<file path="config.mk">
export PLATFORM = sky130hd
export DESIGN_NAME = asp_uart
export DESIGN_NICKNAME = d
export VERILOG_FILES = /design/src/asp_pkg.sv /design/src/asp_baud_timer.sv /design/src/asp_uart.sv
export SDC_FILE = /design/constraint.sdc
export NUM_CORES = 1
export LEC_CHECK = 0
export BUFFER_PORTS_ARGS = -buffer_cell sky130_fd_sc_hd__buf_2
export CORE_UTILIZATION = 50
export DETAILED_ROUTE_END_ITERATION = 6
export PLACE_DENSITY = 0.79
export SKIP_CTS_REPAIR_TIMING = 1
export SLEW_MARGIN = 20
export SYNTH_ARGS = -nofsm -noshare
export SYNTH_HDL_FRONTEND = slang
export SYNTH_HIERARCHICAL = 1
export SYNTH_SLANG_ARGS = --single-unit
</file>
<file path="constraint.sdc">
create_clock -name i_clk -period 7.15 [get_ports i_clk]
set_input_delay 1.43 -clock i_clk [delete_from_list [all_inputs] [get_ports i_clk]]
set_output_delay 1.43 -clock i_clk [all_outputs]
set_load 0.005 [all_outputs]
</file>
<file path="src/asp_pkg.sv">
package asp_pkg;

  // ****************************************************************
  // Register map (APB byte addresses, one aligned word each).
  // ****************************************************************
  localparam logic [7:0] ASP_SERIAL_DATA_PORT_OFS = 8'h23;
  localparam logic [7:0] ASP_SERIAL_DATA_PORT_IDX = 8'h23;
  localparam logic [11:0] ASP_ADDR_DATA = 12'h08C;
  localparam logic [11:0] ASP_ADDR_CTRL = 12'h090;
  localparam logic [11:0] ASP_ADDR_TIMER = 12'h094;
  localparam logic [11:0] ASP_ADDR_TFLAG = 12'h098;

  // ****************************************************************
  // Control/status field positions and reset values.
  // ****************************************************************
  localparam int ASP_TX_ENABLE_BIT = 0;
  localparam int ASP_TX_IRQ_SOURCE_SELECT = 1;
  localparam int ASP_DATA_WIDTH_SELECT = 2;
  localparam int ASP_PARITY_ENABLE_BIT = 3;
  localparam int ASP_PARITY_SENSE_SELECT = 4;
  localparam int ASP_RX_ENABLE_BIT = 5;
  localparam int ASP_SEMAPHORE_BIT = 6;
  localparam int ASP_RX_ERROR_FLAG = 7;
  localparam logic [7:0] ASP_CTRL_RESET = 8'h00;
  localparam logic [15:0] ASP_TIMER_RESET = 16'hFFFF;

  // ****************************************************************
  // Timing counts.
  // ****************************************************************
  localparam logic [3:0] ASP_OVERSAMPLE_LAST = 4'hF;
  localparam logic [3:0] ASP_HALF_BIT_TICKS = 4'h7;

  // Receiver states.
  typedef enum logic [3:0] {
    ASP_RX_IDLE = 4'b0001,
    ASP_RX_START = 4'b0010,
    ASP_RX_DATA = 4'b0100,
    ASP_RX_STOP = 4'b1000
  } asp_rx_state_t;

  // Control/status register contents.
  typedef struct packed {
    logic rx_error_flag;
    logic semaphore;
    logic rx_enable_bit;
    logic parity_sense_select;
    logic parity_enable;
    logic data_width_select;
    logic tx_irq_source_select;
    logic tx_enable_bit;
  } asp_ctrl_t;

endpackage

</file>
<file path="src/asp_baud_timer.sv">
`timescale 1ns/1ps
// Reloadable interval timer; forced to auto-reload while the port runs.
module asp_baud_timer
  import asp_pkg::*;
(
  input wire logic i_clk,
  input wire logic i_sys_rst,
  input wire logic i_run,
  input wire logic i_load,
  input wire logic [15:0] i_reload,
  output logic o_tick
);

  logic [15:0] cnt_q;
  logic [15:0] cnt_d;

  // Count down to zero and reload; each underflow is one oversample tick.
  always_comb begin
    o_tick = 1'b0;
    cnt_d = cnt_q;
    if (i_load || !i_run) begin
      cnt_d = i_reload;
    end else if (cnt_q == 16'h0000) begin
      cnt_d = i_reload; // [RULE2]
      o_tick = 1'b1;
    end else begin
      cnt_d = cnt_q - 16'h0001;
    end
  end

  always_ff @(posedge i_clk) begin
    if (i_sys_rst) begin
      cnt_q <= ASP_TIMER_RESET;
    end else begin
      cnt_q <= cnt_d;
    end
  end

endmodule // asp_baud_timer

</file>
<file path="src/asp_uart.sv">
// Our own choice: register access over APB.
`timescale 1ns/1ps
// Function
// (RULE1) Bits run at one sixteenth of the timer underflow rate.
// (RULE2) Timer auto-reloads whenever either direction is enabled.
// (RULE3) Software loads the timer before enabling the port.
// (RULE4) Software loads reload code clock/(16*rate) minus one.
// (RULE5) Transmitter and receiver have separate enables.
// (RULE6) Seven or eight data bits, parity none, odd or even.
// (RULE7) Transmit one stop bit with parity, two without.
// (RULE8) Receiver checks only the first stop bit.
// (RULE9) Transmitter adds start, parity and stop bits itself.
// (RULE10) One address writes transmit holding, reads receive holding.
// (RULE11) Tx interrupt gated by enable; source select picks empty condition.
// (RULE12) Receiver and its status work only while receive enable set.
// (RULE13) Sixteen ticks per bit, aligned to start edge, mid-bit sample.
// (RULE14) Start shorter than half a bit is noise and abandoned.
// (RULE15) Error flag set on parity, framing or overrun.
// (RULE16) Overrun when a new byte lands before the old one is read.
// (RULE17) Rx interrupt on each shift-to-holding transfer.
// (RULE18) Timer edge flag never set while port runs; write one clears.
// (RULE19) Tx interrupt cleared by data write or reset.
// (RULE20) Seven-bit mode drops written bit 7, reads bit 7 as zero.
// (RULE21) Parity sense zero gives odd, one gives even.
// (RULE22) Error flag cleared by reset or write of one.
// (RULE23) Line idles high, LSB first, parity after data.
module asp_uart
  import asp_pkg::*;
(
  input wire logic i_clk,
  input wire logic i_sys_rst,
  input wire logic i_psel,
  input wire logic i_penable,
  input wire logic i_pwrite,
  input wire logic [11:0] i_paddr,
  input wire logic [31:0] i_pwdata,
  output logic [31:0] o_prdata,
  output logic o_pready,
  output logic o_pslverr,
  input wire logic i_timer_edge,
  input wire logic i_rxd,
  output logic o_txd,
  output logic o_tx_interrupt,
  output logic o_rx_interrupt
);

  // ****************************************************************
  // Register bus.
  // ****************************************************************
  logic acc;
  logic wr;
  logic rd;
  logic hit_data;
  logic hit_ctrl;
  logic hit_timer;
  logic hit_tflag;
  asp_ctrl_t ctrl_q;
  asp_ctrl_t ctrl_d;
  logic [15:0] reload_q;
  logic [15:0] reload_d;
  logic tflag_q;
  logic tflag_d;
  logic [7:0] thr_q;
  logic [7:0] thr_d;
  logic thr_full_q;
  logic thr_full_d;
  logic [7:0] rhr_q;
  logic [7:0] rhr_d;
  logic rhr_full_q;
  logic rhr_full_d;
  logic tx_irq_q;
  logic tx_irq_d;
  logic rx_irq_q;
  logic rx_irq_d;
  logic tick;
  logic port_run;
  logic rx_load;
  logic [7:0] rx_byte;
  logic rx_err;

  // Zero-wait slave: every access completes in its first access cycle.
  assign acc = i_psel && i_penable;
  assign wr = acc && i_pwrite;
  assign rd = acc && !i_pwrite;
  assign hit_data = (i_paddr == ASP_ADDR_DATA);
  assign hit_ctrl = (i_paddr == ASP_ADDR_CTRL);
  assign hit_timer = (i_paddr == ASP_ADDR_TIMER);
  assign hit_tflag = (i_paddr == ASP_ADDR_TFLAG);
  assign o_pready = 1'b1;
  assign o_pslverr = acc && !(hit_data || hit_ctrl || hit_timer || hit_tflag);
  assign port_run = ctrl_q.tx_enable_bit || ctrl_q.rx_enable_bit;

  // Read mux; the data word is the receive holding register.
  always_comb begin
    o_prdata = 32'h0000_0000;
    if (hit_data) begin
      o_prdata = {24'h00_0000,
        ctrl_q.data_width_select ? rhr_q : {1'b0, rhr_q[6:0]}}; // [RULE10] [RULE20]
    end else if (hit_ctrl) begin
      o_prdata = {24'h00_0000, ctrl_q};
    end else if (hit_timer) begin
      o_prdata = {16'h0000, reload_q};
    end else if (hit_tflag) begin
      o_prdata = {31'h0000_0000, tflag_q};
    end
  end

  // ****************************************************************
  // Baud timer and sixteen-tick bit clock.
  // ****************************************************************
  asp_baud_timer u_timer (
    .i_clk(i_clk),
    .i_sys_rst(i_sys_rst),
    .i_run(port_run), // [RULE2]
    .i_load(wr && hit_timer),
    .i_reload(reload_q),
    .o_tick(tick)
  );

  // ****************************************************************
  // Transmitter.
  // ****************************************************************
  logic [10:0] tsh_q;
  logic [10:0] tsh_d;
  logic [3:0] tbits_q;
  logic [3:0] tbits_d;
  logic [3:0] tdiv_q;
  logic [3:0] tdiv_d;
  logic [3:0] nbits;
  logic tpar;
  logic [7:0] tdata;

  // Frame length: start + data + parity-or-extra-stop + stop.
  assign nbits = ctrl_q.data_width_select ? 4'hB : 4'hA; // [RULE6] [RULE7]
  assign tdata = ctrl_q.data_width_select ? thr_q : {1'b0, thr_q[6:0]};
  assign tpar = ^tdata ^ ~ctrl_q.parity_sense_select; // [RULE21]

  // Shift one bit out per sixteen ticks, LSB first after a low start bit.
  always_comb begin
    tsh_d = tsh_q;
    tbits_d = tbits_q;
    tdiv_d = tdiv_q;
    thr_full_d = thr_full_q;
    thr_d = thr_q;
    if (!ctrl_q.tx_enable_bit) begin // [RULE5]
      tbits_d = 4'h0;
      tdiv_d = 4'h0;
      tsh_d = 11'h7FF;
    end else if (tbits_q == 4'h0) begin
      // Start only on a tick, so the start bit lasts a full sixteen ticks.
      if (thr_full_q && tick) begin // [RULE1]
        thr_full_d = 1'b0;
        tbits_d = nbits;
        tdiv_d = 4'h0;
        if (ctrl_q.data_width_select) begin
          tsh_d = {1'b1, ctrl_q.parity_enable ? tpar : 1'b1, tdata, 1'b0}; // [RULE9]
        end else begin
          tsh_d = {2'b11, ctrl_q.parity_enable ? tpar : 1'b1, tdata[6:0], 1'b0}; // [RULE23]
        end
      end
    end else if (tick) begin
      tdiv_d = tdiv_q + 4'h1;
      if (tdiv_q == ASP_OVERSAMPLE_LAST) begin
        tsh_d = {1'b1, tsh_q[10:1]}; // [RULE1]
        tbits_d = tbits_q - 4'h1;
      end
    end
    if (wr && hit_data) begin
      thr_d = ctrl_q.data_width_select ? i_pwdata[7:0] : {1'b0, i_pwdata[6:0]}; // [RULE20]
      thr_full_d = 1'b1;
    end
  end

  always_ff @(posedge i_clk) begin
    if (i_sys_rst) begin
      tsh_q <= 11'h7FF;
      tbits_q <= 4'h0;
      tdiv_q <= 4'h0;
      thr_q <= 8'h00;
      thr_full_q <= 1'b0;
    end else begin
      tsh_q <= tsh_d;
      tbits_q <= tbits_d;
      tdiv_q <= tdiv_d;
      thr_q <= thr_d;
      thr_full_q <= thr_full_d;
    end
  end

  assign o_txd = tsh_q[0];

  // ****************************************************************
  // Receiver.
  // ****************************************************************
  asp_rx_state_t rst_q;
  asp_rx_state_t rst_d;
  logic [3:0] rdiv_q;
  logic [3:0] rdiv_d;
  logic [3:0] rcnt_q;
  logic [3:0] rcnt_d;
  logic [8:0] rsh_q;
  logic [8:0] rsh_d;
  logic [3:0] rlen;
  logic [7:0] rdat;
  logic rpar_bad;

  // Data plus optional parity bits to gather after the start bit.
  assign rlen = 4'h7 + {3'h0, ctrl_q.data_width_select} + {3'h0, ctrl_q.parity_enable};
  assign rdat = ctrl_q.data_width_select
    ? (ctrl_q.parity_enable ? rsh_q[7:0] : rsh_q[8:1])
    : {1'b0, ctrl_q.parity_enable ? rsh_q[7:1] : rsh_q[8:2]};
  assign rpar_bad = ctrl_q.parity_enable
    && ((^rdat ^ rsh_q[8]) != ~ctrl_q.parity_sense_select); // [RULE21]

  // Sample mid-bit: half a bit after the edge, then every sixteen ticks.
  always_comb begin
    rst_d = rst_q;
    rdiv_d = rdiv_q;
    rcnt_d = rcnt_q;
    rsh_d = rsh_q;
    rx_load = 1'b0;
    rx_byte = rdat;
    rx_err = 1'b0;
    case (rst_q)
      ASP_RX_IDLE: begin
        rdiv_d = 4'h0;
        if (tick && !i_rxd) begin
          rst_d = ASP_RX_START; // [RULE13]
        end
      end
      ASP_RX_START: begin
        if (tick) begin
          if (i_rxd) begin
            rst_d = ASP_RX_IDLE; // [RULE14]
          end else if (rdiv_q == ASP_HALF_BIT_TICKS) begin
            rdiv_d = 4'h0;
            rcnt_d = 4'h0;
            rst_d = ASP_RX_DATA;
          end else begin
            rdiv_d = rdiv_q + 4'h1;
          end
        end
      end
      ASP_RX_DATA: begin
        if (tick) begin
          rdiv_d = rdiv_q + 4'h1;
          if (rdiv_q == ASP_OVERSAMPLE_LAST) begin
            rsh_d = {i_rxd, rsh_q[8:1]}; // [RULE13] [RULE23]
            rcnt_d = rcnt_q + 4'h1;
            if (rcnt_q + 4'h1 == rlen) begin
              rst_d = ASP_RX_STOP;
            end
          end
        end
      end
      ASP_RX_STOP: begin
        if (tick) begin
          rdiv_d = rdiv_q + 4'h1;
          if (rdiv_q == ASP_OVERSAMPLE_LAST) begin
            // Short frames stay left-justified; the data decode allows for it.
            rsh_d = rsh_q;
            rx_load = 1'b1; // [RULE8] [RULE17]
            rx_err = !i_rxd || rpar_bad || rhr_full_q; // [RULE15] [RULE16]
            rst_d = ASP_RX_IDLE;
          end
        end
      end
      default: begin
        rst_d = ASP_RX_IDLE;
      end
    endcase
    if (!ctrl_q.rx_enable_bit) begin
      rst_d = ASP_RX_IDLE; // [RULE12]
      rx_load = 1'b0;
      rx_err = 1'b0;
    end
  end

  always_ff @(posedge i_clk) begin
    if (i_sys_rst) begin
      rst_q <= ASP_RX_IDLE;
      rdiv_q <= 4'h0;
      rcnt_q <= 4'h0;
      rsh_q <= 9'h000;
    end else begin
      rst_q <= rst_d;
      rdiv_q <= rdiv_d;
      rcnt_q <= rcnt_d;
      rsh_q <= rsh_d;
    end
  end

  // ****************************************************************
  // Control, holding registers and interrupts.
  // ****************************************************************
  // New events win over software clears in the same cycle, except the tx interrupt, where a data write wins.
  always_comb begin
    ctrl_d = ctrl_q;
    reload_d = reload_q;
    tflag_d = tflag_q;
    rhr_d = rhr_q;
    rhr_full_d = rhr_full_q;
    rx_irq_d = rx_irq_q;
    if (wr && hit_ctrl) begin
      ctrl_d = asp_ctrl_t'({1'b0, i_pwdata[6:0]});
      ctrl_d.rx_error_flag = ctrl_q.rx_error_flag && !i_pwdata[ASP_RX_ERROR_FLAG]; // [RULE22]
      if (!i_pwdata[ASP_TX_ENABLE_BIT]) begin
        ctrl_d.tx_irq_source_select = 1'b0;
      end
    end
    if (wr && hit_timer) begin
      reload_d = i_pwdata[15:0];
    end
    if (wr && hit_tflag && i_pwdata[0]) begin
      tflag_d = 1'b0; // [RULE18]
    end
    if (i_timer_edge && !port_run) begin
      tflag_d = 1'b1; // [RULE18]
    end
    if (rd && hit_data) begin
      rhr_full_d = 1'b0;
      rx_irq_d = 1'b0;
    end
    if (!ctrl_q.rx_enable_bit) begin
      rhr_d[7] = 1'b0;
      rhr_full_d = 1'b0;
      rx_irq_d = 1'b0;
    end
    if (rx_load) begin
      rhr_d = rx_byte; // [RULE20]
      rhr_full_d = 1'b1;
      rx_irq_d = 1'b1; // [RULE17]
    end
    if (rx_err) begin
      ctrl_d.rx_error_flag = 1'b1; // [RULE15]
    end
  end

  // Tx interrupt: holding empty, or holding and shift empty, while enabled.
  always_comb begin
    tx_irq_d = tx_irq_q;
    if (wr && hit_data) begin
      tx_irq_d = 1'b0; // [RULE19]
    end else if (ctrl_q.tx_enable_bit && !thr_full_q
        && (!ctrl_q.tx_irq_source_select || tbits_q == 4'h0)) begin
      tx_irq_d = 1'b1; // [RULE11]
    end
  end

  always_ff @(posedge i_clk) begin
    if (i_sys_rst) begin
      ctrl_q <= asp_ctrl_t'(ASP_CTRL_RESET);
      reload_q <= ASP_TIMER_RESET;
      tflag_q <= 1'b0;
      rhr_q <= 8'h00;
      rhr_full_q <= 1'b0;
      rx_irq_q <= 1'b0;
      tx_irq_q <= 1'b0;
    end else begin
      ctrl_q <= ctrl_d;
      reload_q <= reload_d;
      tflag_q <= tflag_d;
      rhr_q <= rhr_d;
      rhr_full_q <= rhr_full_d;
      rx_irq_q <= rx_irq_d;
      tx_irq_q <= tx_irq_d;
    end
  end

  assign o_tx_interrupt = tx_irq_q && ctrl_q.tx_enable_bit; // [RULE11]
  assign o_rx_interrupt = rx_irq_q;

endmodule // asp_uart

</file>
==> reports/metrics.cfg <==
[synthesis]
synth_most_common_cell=dfxtp_1
ys_warn_count=6
ys_ff_latch=99
ys_seq_area_frac=0.3643
synth_commonest_cells=dfxtp_1 (99), nor2_1 (86), nand2_1 (64)
netlist_top_cells_area=dfxtp_1 (36%), nor2_1 (5.9%), nand2_1 (4.4%), mux2i_1 (4.0%), xnor2_1 (4.0%)
synth.largest_area_cell=dfxtp_1
synth_area_per_cell_um2=8.255
synthFlopType=dfxtp_1
syn_inst=659
synth_edf_count=0
syn-cell-area_um2=5440
yosysTopAreaCellShare=0.3643
ys_async_sr_fraction=0
synth_cell_types=70

[min_path]
min-delay-start=tsh_q[0]
hold_path_class=register to register

[power]
intPower_mw=0.6874
power.leakage_nw=2.191
power_frac_seq=0.609
switching_power_mw=0.2174
clockPowerShare=0.357
irDropWorstVdd_mv=0.1150
power_mw=0.9048
powerDensity_nw_per_um2=154.8
p_comb_frac=0.033
swShare=0.2403

[sta]
finalHoldViolCount=0
fmax_mhz=198.0
min_period_ps=5050
slew_headroom=0.3370
finalSetupTns_ps=0
fin_skew_ps=10.93
finalSetupViolCount=0
grt_setup_unrepaired=no
final_max_slew_viol_count=0
fin_crit_sh=0.7062
setup_ws_ps=2100
worstMarginPinSlew_ps=994.5

[setup_path]
critPathMostFrequentCell=buf_2
cp.required_ps=5720
path_cells=buf_2 > nor4_2 > nand4_2 > nor3_1 > buf_4 > a222oi_1 > inv_1 > buf_2
cp-start-kind=primary input
crit_buf_inv=4
endpoint_kind=primary output
cp-startpoint=i_paddr[9]
cpPeakStageDelay_ps=790
r2r-end=rhr_q[6]
cp.arrival_ps=3620
cp_slowest_cell=nor3_1
worstSetupEndpoint=o_prdata[5]
critPathTopFamily=simple AND/OR/NAND/NOR gates
r2r_slack_ps=3760
timing.rr.start=u_timer/cnt_q[10]
critical_path_class=primary input to primary output
worst-path-max-fanout=8
crit_cells=8
r2r_cells=10

[route]
vias=4648
ant_nets=0
post_drt_via_cell_ratio=5.627
firstDrtPassIters=5
wl_met1_mm=5.582
remaining_drc_errors=0
drtIter0Drc=302
dr_wl_met2_mm=5.864
wire_per_inst_um=14.66
met3_wirelength_um=540
routed.top_layer=met4
wirelength_mm=12.11

[clock_network]
clkSinkCount=99
numCtsBuffers=9
clockBufferDepth=2
cts_tree=done
clk_pin_slew_ps=90
cts_root_buf=clkbuf_8
clk_latency_ps=370
cts_max_level=3

[outcome]
status=completed

[global_route]
overflow=0
grt_max_degree=54
grt_pass1_vias=4393
grt_pass1_wl_mm=20.46
grt_usage=0.2245
antenna_found_initial=0

[final_layout]
drive_gt1_frac=0.1435
diodes=0
stdcell_count=826
area_growth_pct=7.429
fillers=956
nets=743

[placement]
placed_cells=810
pre_cts_slack_ps=2070
io_buffers=54
routabilityCongestion=0.8514
hpwlAfterDp_mm=8.797

[floorplanning]
die_area_um2=11300
rows=37
chipWidth_um=106.3
core_area_um2=10420
die_h_um=106.3
initial_core_util=0.5223
pin_count=88

[flow_run]
max-cap-violations=0

-- flip-flops by register name (all words and copies together), names as in the netlist --
signal	flops
u_timer/cnt_q	16
rdiv_q	4
rhr_q	8
rst_q	4
ctrl_q	8
rsh_q	9
rcnt_q	4
tflag_q	1
o_rx_interrupt	1
tx_irq_q	1
tdiv_q	4
thr_full_q	1
reload_q	16
tbits_q	4
thr_q	8
tsh_q	10
-- worst min-delay path by stage --
stage,end,cells past startpoint
floorplan,tflag_q,2
global placement,tflag_q,2
detailed placement,tflag_q,2
CTS,tflag_q,2
global route,tflag_q,2
finish,tsh_q[0],2
-- power by group through the flow --
stage / registers, mW / logic (mW) / clock network, mW
after floorplan: 0.564 / 0.0200 / 0
after global placement: 0.564 / 0.0291 / 0
after detailed placement: 0.564 / 0.0299 / 0
after CTS: 0.551 / 0.0299 / 0.330
after global routing: 0.552 / 0.0333 / 0.352
final: 0.551 / 0.0303 / 0.323
-- layout by cell type (no fill, tap or decap), drive strengths merged, types with 5 or more instances in the layout --
cell | synthesis | final
ha | 7 | 7
xnor2 | 25 | 25
buf | 29 | 60
and2 | 9 | 9
dfxtp | 99 | 99
conb | 2 | 17
xor2 | 16 | 16
a211oi | 7 | 7
o211ai | 14 | 14
mux2i | 22 | 22
a22oi | 6 | 6
clkbuf | 31 | 10
a211o | 15 | 15
nor2b | 22 | 22
nor4 | 15 | 15
o22ai | 5 | 5
nand2b | 11 | 11
nor2 | 86 | 86
o21ai | 11 | 11
nand2 | 64 | 64
nor3 | 15 | 15
a21oi | 41 | 41
a222oi | 5 | 5
o311ai | 7 | 7
nand3 | 19 | 19
nand4 | 7 | 7
nor3b | 6 | 6
inv | 18 | 18
-- layer usage --
layer / GRT usage / vias to the layer above
li1: - / 2336
met1: 0.2884 / 2198
met2: 0.3762 / 102
met3: 0.05395 / 12
met4: 0.05853 / 0
met5: 0 / -
-- area by class of cell --
type	instances	area [um^2]	area share
Multi-Input combinational cell	497	3139	0.5371
Sequential cell	99	1982	0.3391
Timing Repair Buffer	60	315.3	0.05395
Tap cell	136	170.2	0.02912
Clock buffer	10	127.6	0.02184
Inverter	18	67.56	0.01156
Clock inverter	6	42.54	0.007279
-- worst min-delay path: stages, from the launching register on --
cell and delay (ps):
dfxtp_1 320, nand2_1 50, nand3_1 60
-- kinds of logic (layout without fill, tap and decap cells) --
| logic type | after synthesis | count (layout) | share of synthesized area |
|---|---|---|---|
| AO/OA/AOI/OAI | 137 | 137 | 0.1808 |
| XOR/XNOR | 42 | 42 | 0.07015 |
| adder cells (fa/ha/maj) | 7 | 7 | 0.01610 |
| buffers and inverters | 78 | 94 | 0.07084 |
| flip-flops | 99 | 99 | 0.3643 |
| multiplexers | 23 | 23 | 0.04255 |
| other | 2 | 17 | 0.001380 |
| AND/OR/NAND/NOR | 271 | 271 | 0.2539 |
-- stage by stage --
stage          instance area (um^2)    util  hold slack, ps
2_1_floorplan                  5497       -           438.4
3_3_place_gp                   5670  0.5444           449.2
3_5_place_dp                   5670  0.5444           463.0
4_1_cts                        5841  0.5607           473.8
5_1_grt                        5844  0.5611           501.1
6_report                       5844  0.5611           472.1
Note: power is estimated with default switching activity, not from simulation.
